## src/pkg/asp_regs.svh

```systemverilog
`ifndef ASP_REGS_SVH
`define ASP_REGS_SVH
// Register byte offsets (word aligned)
`define ASP_OFF_DATA 4'h0
`define ASP_OFF_STATUS 4'h4
`define ASP_OFF_CTRL 4'h8
`define ASP_OFF_DIV 4'hC
// Control fields
`define ASP_CTRL_PAR_EN 0
`define ASP_CTRL_PAR_ODD 1
`define ASP_CTRL_STOP2 2
`define ASP_CTRL_RST 32'h0000_0000
// Status fields
`define ASP_ST_RXV 0
`define ASP_ST_TXR 1
`define ASP_ST_PERR 2
`define ASP_ST_FERR 3
`define ASP_ST_OVR 4
`define ASP_ST_TXBUSY 5
// Timing
`define ASP_CLK_HZ 25000000
`define ASP_BAUD 115200
`define ASP_DIV_RST ((`ASP_CLK_HZ + `ASP_BAUD / 2) / `ASP_BAUD)
`endif

```

## src/pkg/asp_pkg.sv

```systemverilog
package asp_pkg;
  typedef enum logic [4:0] {
    ASP_IDLE = 5'b00001,
    ASP_START = 5'b00010,
    ASP_DATA = 5'b00100,
    ASP_PAR = 5'b01000,
    ASP_STOP = 5'b10000
  } asp_state_t;
endpackage : asp_pkg

```

## src/hw/asp_uart.sv

```systemverilog
// Behaviour
// - Start bit then data, LSB first
// - Optional parity, then one or two stops
// - Transmit only on tx line, LSB first
// - Receive line is input only, decoded
// - One channel, two pins, no handshake
// - No hardware flow control at all
// - Reset to 115200, 8N1
//
// Our own choices: register access over Avalon-MM and the address map.
`timescale 1ns/1ps
`default_nettype none
`include "asp_regs.svh"
module asp_uart
  import asp_pkg::*;
#(
  parameter int DW = 8
) (
  input wire logic ref_clk,
  input wire logic srst,
  input wire logic [3:0] avs_address,
  input wire logic avs_read,
  input wire logic avs_write,
  input wire logic [31:0] avs_writedata,
  input wire logic [3:0] avs_byteenable,
  output logic [31:0] avs_readdata,
  output logic avs_waitrequest,
  output logic uart_tx,
  input wire logic uart_rx
);
  logic [31:0] ctrl;
  logic [15:0] div;
  logic ack;
  logic perr;
  logic ferr;
  logic ovr;
  // Transmit path
  logic txb_valid;
  logic txb_ready;
  logic [DW-1:0] txb_data;
  logic tx_wr;
  asp_state_t tx_st;
  logic [15:0] tx_cnt;
  logic [3:0] tx_bit;
  logic [DW-1:0] tx_sh;
  logic tx_par;
  logic tx_stop_n;
  // Receive path
  logic rxb_in_valid;
  logic rxb_in_ready;
  logic [DW-1:0] rx_word;
  logic rxb_valid;
  logic rxb_pop;
  logic [DW-1:0] rxb_data;
  asp_state_t rx_st;
  logic [15:0] rx_cnt;
  logic [3:0] rx_bit;
  logic [DW-1:0] rx_sh;
  logic rx_par;
  logic rx_s1;
  logic rx_s2;
  logic rx_prev;
  logic sts_clr;

  function automatic logic sel(input logic [3:0] a, input logic [3:0] off);
    sel = (a[3:2] == off[3:2]);
  endfunction : sel

  // Single-cycle answer: ack rises the cycle after the request
  assign avs_waitrequest = (avs_read || avs_write) && !ack;
  assign tx_wr = avs_write && ack && sel(avs_address, `ASP_OFF_DATA) && avs_byteenable[0];
  assign rxb_pop = avs_read && ack && sel(avs_address, `ASP_OFF_DATA);
  assign sts_clr = avs_write && ack && sel(avs_address, `ASP_OFF_STATUS);

  always_ff @(posedge ref_clk) begin
    if (srst) begin
      ack <= 1'b0;
    end else begin
      ack <= (avs_read || avs_write) && !ack;
    end
  end

  always_ff @(posedge ref_clk) begin
    if (srst) begin
      ctrl <= `ASP_CTRL_RST;
      div <= 16'(`ASP_DIV_RST);
    end else if (avs_write && ack) begin
      if (sel(avs_address, `ASP_OFF_CTRL) && avs_byteenable[0]) begin
        ctrl <= {29'h0, avs_writedata[2:0]};
      end
      if (sel(avs_address, `ASP_OFF_DIV)) begin
        if (avs_byteenable[0]) div[7:0] <= avs_writedata[7:0];
        if (avs_byteenable[1]) div[15:8] <= avs_writedata[15:8];
      end
    end
  end

  always_ff @(posedge ref_clk) begin
    if (srst) begin
      avs_readdata <= 32'h0;
    end else if ((avs_read || avs_write) && !ack) begin
      avs_readdata <= 32'h0;
      if (sel(avs_address, `ASP_OFF_DATA)) begin
        avs_readdata[DW-1:0] <= rxb_data;
      end else if (sel(avs_address, `ASP_OFF_STATUS)) begin
        avs_readdata[`ASP_ST_RXV] <= rxb_valid;
        avs_readdata[`ASP_ST_TXR] <= txb_ready;
        avs_readdata[`ASP_ST_PERR] <= perr;
        avs_readdata[`ASP_ST_FERR] <= ferr;
        avs_readdata[`ASP_ST_OVR] <= ovr;
        avs_readdata[`ASP_ST_TXBUSY] <= (tx_st != ASP_IDLE);
      end else if (sel(avs_address, `ASP_OFF_CTRL)) begin
        avs_readdata <= ctrl;
      end else begin
        avs_readdata[15:0] <= div;
      end
    end
  end

  // Software paces the link in-band; a full buffer drops writes
  asp_buf2 #(.W(DW)) u_txbuf (
    .ref_clk(ref_clk),
    .srst(srst),
    .in_valid(tx_wr),
    .in_ready(txb_ready),
    .in_data(avs_writedata[DW-1:0]),
    .out_valid(txb_valid),
    .out_ready(tx_st == ASP_IDLE),
    .out_data(txb_data)
  );

  always_ff @(posedge ref_clk) begin
    if (srst) begin
      tx_st <= ASP_IDLE;
      tx_cnt <= 16'h0;
      tx_bit <= 4'h0;
      tx_sh <= '0;
      tx_par <= 1'b0;
      tx_stop_n <= 1'b0;
      uart_tx <= 1'b1;
    end else if (tx_st != ASP_IDLE && tx_cnt != 16'h0) begin
      tx_cnt <= tx_cnt - 16'h1;
    end else begin
      tx_cnt <= div - 16'h1;
      unique case (tx_st)
        ASP_IDLE: begin
          uart_tx <= 1'b1;
          if (txb_valid) begin
            tx_sh <= txb_data;
            tx_par <= ctrl[`ASP_CTRL_PAR_ODD];
            uart_tx <= 1'b0;
            tx_st <= ASP_START;
          end
        end
        ASP_START, ASP_DATA: begin
          uart_tx <= tx_sh[0];
          tx_par <= tx_par ^ tx_sh[0];
          tx_sh <= tx_sh >> 1;
          tx_bit <= (tx_st == ASP_START) ? 4'h1 : tx_bit + 4'h1;
          tx_st <= ASP_DATA;
          if (tx_st == ASP_DATA && tx_bit == 4'(DW)) begin
            if (ctrl[`ASP_CTRL_PAR_EN]) begin
              uart_tx <= tx_par;
              tx_st <= ASP_PAR;
            end else begin
              uart_tx <= 1'b1;
              tx_stop_n <= ctrl[`ASP_CTRL_STOP2];
              tx_st <= ASP_STOP;
            end
          end
        end
        ASP_PAR: begin
          uart_tx <= 1'b1;
          tx_stop_n <= ctrl[`ASP_CTRL_STOP2];
          tx_st <= ASP_STOP;
        end
        ASP_STOP: begin
          tx_stop_n <= 1'b0;
          if (!tx_stop_n) begin
            tx_st <= ASP_IDLE;
            tx_cnt <= 16'h0;
          end
        end
      endcase
    end
  end

  // Receive line sampled, first flop feeds only the second
  always_ff @(posedge ref_clk) begin
    if (srst) begin
      rx_s1 <= 1'b1;
      rx_s2 <= 1'b1;
      rx_prev <= 1'b1;
    end else begin
      rx_s1 <= uart_rx;
      rx_s2 <= rx_s1;
      rx_prev <= rx_s2;
    end
  end

  always_ff @(posedge ref_clk) begin
    if (srst) begin
      rx_st <= ASP_IDLE;
      rx_cnt <= 16'h0;
      rx_bit <= 4'h0;
      rx_sh <= '0;
      rx_par <= 1'b0;
      rxb_in_valid <= 1'b0;
      rx_word <= '0;
    end else begin
      rxb_in_valid <= 1'b0;
      if (rx_st != ASP_IDLE && rx_cnt != 16'h0) begin
        rx_cnt <= rx_cnt - 16'h1;
      end else begin
        unique case (rx_st)
          ASP_IDLE: begin
            if (rx_prev && !rx_s2) begin
              rx_cnt <= (div >> 1) - 16'h1;
              rx_st <= ASP_START;
            end
          end
          ASP_START: begin
            rx_cnt <= div - 16'h1;
            rx_bit <= 4'h0;
            rx_par <= ctrl[`ASP_CTRL_PAR_ODD];
            rx_st <= rx_s2 ? ASP_IDLE : ASP_DATA;
          end
          ASP_DATA: begin
            rx_cnt <= div - 16'h1;
            rx_sh <= {rx_s2, rx_sh[DW-1:1]};
            rx_par <= rx_par ^ rx_s2;
            rx_bit <= rx_bit + 4'h1;
            if (rx_bit == 4'(DW - 1)) begin
              rx_st <= ctrl[`ASP_CTRL_PAR_EN] ? ASP_PAR : ASP_STOP;
            end
          end
          ASP_PAR: begin
            rx_cnt <= div - 16'h1;
            rx_par <= rx_par ^ rx_s2;
            rx_st <= ASP_STOP;
          end
          ASP_STOP: begin
            rx_word <= rx_sh;
            rxb_in_valid <= 1'b1;
            rx_st <= ASP_IDLE;
          end
        endcase
      end
    end
  end

  // Errors are sticky until software writes one to the bit; set wins
  always_ff @(posedge ref_clk) begin
    if (srst) begin
      perr <= 1'b0;
      ferr <= 1'b0;
      ovr <= 1'b0;
    end else begin
      perr <= (rx_st == ASP_STOP && rx_cnt == 16'h0 && ctrl[`ASP_CTRL_PAR_EN] && rx_par)
        || (perr && !(sts_clr && avs_writedata[`ASP_ST_PERR]));
      ferr <= (rx_st == ASP_STOP && rx_cnt == 16'h0 && !rx_s2)
        || (ferr && !(sts_clr && avs_writedata[`ASP_ST_FERR]));
      ovr <= (rxb_in_valid && !rxb_in_ready)
        || (ovr && !(sts_clr && avs_writedata[`ASP_ST_OVR]));
    end
  end

  asp_buf2 #(.W(DW)) u_rxbuf (
    .ref_clk(ref_clk),
    .srst(srst),
    .in_valid(rxb_in_valid),
    .in_ready(rxb_in_ready),
    .in_data(rx_word),
    .out_valid(rxb_valid),
    .out_ready(rxb_pop),
    .out_data(rxb_data)
  );

  a_bus_answer: assert property (@(posedge ref_clk) disable iff (srst)
    (avs_read || avs_write) && avs_waitrequest |=> !avs_waitrequest)
    else $error("bus answer late");
  a_tx_idle_high: assert property (@(posedge ref_clk) disable iff (srst)
    tx_st == ASP_IDLE && $past(tx_st) == ASP_IDLE |-> uart_tx)
    else $error("tx not idle high");
  a_tx_start_low: assert property (@(posedge ref_clk) disable iff (srst)
    tx_st == ASP_START |-> !uart_tx)
    else $error("start bit not low");
  a_tx_stop_high: assert property (@(posedge ref_clk) disable iff (srst)
    tx_st == ASP_STOP |-> uart_tx)
    else $error("stop bit not high");
  a_tx_lsb_first: assert property (@(posedge ref_clk) disable iff (srst)
    tx_st == ASP_START && tx_cnt == 16'h0 |=> tx_st == ASP_DATA && uart_tx == $past(tx_sh[0]))
    else $error("lsb not first");
  a_rx_start_det: assert property (@(posedge ref_clk) disable iff (srst)
    rx_st == ASP_IDLE && rx_prev && !rx_s2 |=> rx_st == ASP_START)
    else $error("start not detected");
  a_rx_push: assert property (@(posedge ref_clk) disable iff (srst)
    rx_st == ASP_STOP && rx_cnt == 16'h0 |=> rxb_in_valid && rx_st == ASP_IDLE)
    else $error("rx word not pushed");
  a_reset_cfg: assert property (@(posedge ref_clk)
    $past(srst) && !srst |-> div == 16'(`ASP_DIV_RST) && ctrl == `ASP_CTRL_RST)
    else $error("bad reset config");
  a_no_flow: assert property (@(posedge ref_clk) disable iff (srst)
    avs_write && avs_waitrequest && !txb_ready |=> !avs_waitrequest)
    else $error("full buffer stalls bus");
  c_tx_frame: cover property (@(posedge ref_clk) tx_st == ASP_STOP ##1 tx_st == ASP_IDLE);
  c_rx_word: cover property (@(posedge ref_clk) rxb_in_valid);
  c_parity: cover property (@(posedge ref_clk) tx_st == ASP_PAR);
  c_overrun: cover property (@(posedge ref_clk) $rose(ovr));
endmodule : asp_uart
`default_nettype wire

```

## src/hw/asp_buf2.sv

```systemverilog
`timescale 1ns/1ps
`default_nettype none
module asp_buf2 #(
  parameter int W = 8
) (
  input wire logic ref_clk,
  input wire logic srst,
  input wire logic in_valid,
  output logic in_ready,
  input wire logic [W-1:0] in_data,
  output logic out_valid,
  input wire logic out_ready,
  output logic [W-1:0] out_data
);
  logic [W-1:0] mem [0:1];
  logic wp;
  logic rp;
  logic [1:0] cnt;
  logic push;
  logic pop;
  assign in_ready = (cnt != 2'h2);
  assign out_valid = (cnt != 2'h0);
  assign push = in_valid && in_ready;
  assign pop = out_valid && out_ready;
  assign out_data = mem[rp];

  always_ff @(posedge ref_clk) begin
    if (push) begin
      mem[wp] <= in_data;
    end
  end

  always_ff @(posedge ref_clk) begin
    if (srst) begin
      wp <= 1'b0;
      rp <= 1'b0;
      cnt <= 2'h0;
    end else begin
      if (push) begin
        wp <= ~wp;
      end
      if (pop) begin
        rp <= ~rp;
      end
      cnt <= cnt + {1'b0, push} - {1'b0, pop};
    end
  end
endmodule : asp_buf2
`default_nettype wire

```

## config.mk

```make
export PLATFORM = sky130hd
export DESIGN_NAME = asp_uart
export DESIGN_NICKNAME = d
export VERILOG_FILES = /design/src/pkg/asp_pkg.sv /design/src/hw/asp_uart.sv /design/src/hw/asp_buf2.sv
export VERILOG_INCLUDE_DIRS = /design/src /design/src/pkg
export SDC_FILE = /design/constraint.sdc
export NUM_CORES = 1
export LEC_CHECK = 0
export BUFFER_PORTS_ARGS = -buffer_cell sky130_fd_sc_hd__buf_2
export CAP_MARGIN = 10
export CORE_UTILIZATION = 35
export CTS_CLUSTER_DIAMETER = 50
export DETAILED_ROUTE_END_ITERATION = 8
export GPL_ROUTABILITY_DRIVEN = 1
export GPL_TIMING_DRIVEN = 0
export PLACE_DENSITY = 0.6
export SYNTH_ARGS = -nofsm -noshare
export SYNTH_HDL_FRONTEND = slang
export SYNTH_SLANG_ARGS = --single-unit
```

## constraint.sdc

```tcl
create_clock -name ref_clk -period 3.23 [get_ports ref_clk]
set_input_delay 0.323 -clock ref_clk [delete_from_list [all_inputs] [get_ports ref_clk]]
set_output_delay 0.323 -clock ref_clk [all_outputs]
set_load 0.05 [all_outputs]
```

==> metrics.md <==
| Metric | Value |
|---|---|
| Outcome | finished clean |
| Detailed Route Iter0 Violations | 458 |
| Synth top area share | 32.09% |
| CP cell instances | inv_1 -> ha_1 -> or4b_2 -> clkbuf_1 -> nor4b_2 -> nand2_1 -> xor2_1 -> o21a_1 -> o22ai_1 |
| Via Count | 6790 |
| Leak pwr | 3.507 nW |
| Worst IR Drop VDD | 0.3921 mV |
| WP data required | 3.52 ns |
| Hold Path Depth | 2 |
| FMAX | 0.3516 GHz |
| Clock buffer count from CTS | 17 |
| Crit. Startpoint | div[1] |
| Switch share | 38.04% |
| CTS max path bufs | 2 |
| Total global-route track usage | 18.66% |
| Flops & latches, synth | 163 |
| Largest net degree at the start of global routing | 17 |
| Switching pwr | 2.717 mW |
| Yosys top cell by area | dfxtp_1 |
| Synth Warn # | 0 |
| Power Dens Cells | 758.2 mW/mm2 |
| Worst setup SP type | register |
| Ys async rst share | 0% |
| Most frequent cell after synthesis | dfxtp_1 |
| Final setup viols | 0 |
| Fin cells | 1331 |
| Hold_sp | uart_rx |
| Area added between synthesis and finish | 15.28% |
| Clock root cell | clkbuf_16 |
| First-pass GRT wire length | 34780 um |
| Vias in the first global route | 6510 |
| I/O pin cnt | 79 |
| DRT Pass-1 Iters | 5 |
| Post-cts gate resize count | 0 |
| CTS tree | yes |
| Setup repair bufs after CTS | 0 |
| Reg-to-reg startpoint | div[1] |
| Area of the die | 0.02397 mm2 |
| Int Power | 4.426 mW |
| Synth top cells by count | dfxtp_1 (131), nor2_1 (116), nand2_1 (91) |
| Setup TNS | 0 ns |
| Final hold violation count | 0 |
| Die span in y | 154.8 um |
| DRT antenna net count | 0 |
| Layout Nets | 1064 |
| Total gr overflow | 0 |
| Port buffer count | 41 |
| Register area share after synthesis | 43.85% |
| Post-Route WL | 21210 um |
| Slew HR | 20.43% |
| Clock-pin slew on the worst setup and hold paths | 0.07 ns |
| Dpl hpwl | 15590 um |
| Post-synth EDFFs | 32 |
| Initial antenna violation count | 0 |
| Worst path slowest cell | or4b_2 |
| H-tree depth | 4 |
| Fin crit share | 88.05% |
| Hold Crit Class | input pin to register |
| Unrepaired setup endpoints after global routing | false |
| Detail-routed via count per cell | 5.101 |
| Crit path largest cell delay | 0.60 ns |
| Number of inserted diodes | 0 |
| CP endpoint kind | register |
| Layout cells sized above 1 | 12.18% |
| Crit Path Class | register to register |
| Rows | 55 |
| Drt wl/cell | 15.93 um |
| Placed Instances | 1299 |
| Worst Path Max Fanout | 6 |
| Top cells by area, synth | dfxtp_1 (32%), edfxtp_1 (12%), nor2_1 (5.3%) |
| DR DRC count | 0 |
| Flop pwr share | 34.6% |
| Depth of the most critical reg-to-reg path | 9 |
| Gate Count Post-Synth | 930 |
| Starting density of the core | 35.88% |
| Logic pwr share | 36.6% |
| Critical Path AT | 3.13 ns |
| Max Cap Viol | 0 |
| Worst-Skew Late Latency | 0.44 ns |
| Hold-fix buffers at CTS | 0 |
| Clock power frac | 28.8% |
| Synthesized area per cell | 8.788 um2 |
| Core area | 0.02278 mm2 |
| Tmin final | 2.844 ns |
| Setup Skew | 0.009895 ns |
| Die X | 154.8 um |
| Ys flop type | dfxtp_1 |
| Gpl congestion | 0.9014 |
| Final Core Density | 41.36% |
| Worst slew pin tran | 1.184 ns |
| Final Max Slew Viols | 0 |
| Mapped cell area | 0.008173 mm2 |
| Netlist cell types | 68 |
| Clock sinks | 163 |
## critical path: cells and delay by family (launching register included)
| kind | cells | cell delay [ns] |
|---|---|---|
| buffers and inverters | 2 | 0.33 |
| adders and majority gates | 1 | 0.24 |
| and+or+nand+nor | 3 | 1.17 |
| xor gates and xnor gates | 1 | 0.32 |
| AOI/OAI and AO/OA | 2 | 0.28 |
| DFF | 1 | 0.36 |
## registers in the layout (all words and copies together), names as in the netlist, 2 cells and up, named ones only
register / count
rx_bit: 4
ctrl: 3
rx_word: 8
rx_st: 5
u_rxbuf.cnt: 2
u_txbuf.cnt: 2
u_txbuf.mem: 16
rx_cnt: 16
div: 16
rx_sh: 8
avs_readdata: 16
tx_bit: 4
tx_sh: 8
tx_st: 5
u_rxbuf.mem: 16
tx_cnt: 16
## final timing paths
check / end / slack [ns]
max: rx_cnt[15] / 0.39
min: rx_s1 / 0.06
max reg2reg: rx_cnt[15] / 0.39
min reg2reg: rx_s2 / 0.41
## cell usage in the layout, fill, tap and decap left out, types with 16 or more instances in the layout
master and n:
xnor2_1 23, mux2i_1 32, buf_2 48, clkbuf_1 52, nand2_1 91, o21ai_0 38, dfxtp_1 131, a21oi_1 68
conb_1 16, nand3_1 16, clkbuf_16 17, nor2_1 116, inv_1 20, edfxtp_1 32, nor3_1 34, buf_4 17
xor2_1 31
## metal layers
metal / routed length (um) / track usage (%) / vias up
met2: 9707 / 29.76 / 162
met4: 498 / 7.449 / 0
met1: 9958 / 24.66 / 3183
met5: 0 / 0 / -
li1: - / - / 3414
met3: 1041 / 3.839 / 31
## through the flow
stage / hold slack, ns / cell area (um2) / total power, mW / setup slack, ns
floorplan: 0.3895 / 8229 / 4.467 / 0.9092
finish: 0.06281 / 9422 / 7.143 / 0.3861
detailed placement: 0.3997 / 8826 / 5.077 / 0.4572
CTS: 0.05166 / 9422 / 7.152 / 0.4386
global placement: 0.3919 / 8826 / 5.063 / 0.4756
global route: 0.06231 / 9422 / 7.603 / 0.1527
## power groups by stage
| stage | Sequential, mW | Clock (mW) | Combinational [mW] |
|---|---|---|---|
| after floorplan | 2.51 | 0 | 1.96 |
| after global placement | 2.50 | 0 | 2.56 |
| after detailed placement | 2.51 | 0 | 2.57 |
| after CTS | 2.47 | 2.10 | 2.59 |
| after global routing | 2.50 | 2.20 | 2.90 |
| final | 2.47 | 2.06 | 2.61 |
## cells by family after synthesis
family	count (synthesis)	synth area share, %
AO/OA/AOI/OAI	194	15.19
XOR/XNOR	54	5.787
adder cells (fa/ha/maj)	14	2.143
buffers and inverters	101	5.710
flip-flops	163	43.85
multiplexers	38	5.021
other	1	0.04588
AND/OR/NAND/NOR	365	22.26
## final cells by class
| type | instances | area (um2) |
|---|---|---|
| fillers | 2318 | 13360 |
| plain buffers | 81 | 391.6 |
| multi-input cells | 681 | 4179 |
| clock inverters | 14 | 166.4 |
| well taps | 313 | 391.6 |
| repair buffers | 41 | 205.2 |
| clock buffers | 18 | 429.2 |
| flip-flops and latches | 163 | 3583 |
| inverters | 20 | 75.07 |
Power figures use the tool's default switching activity.
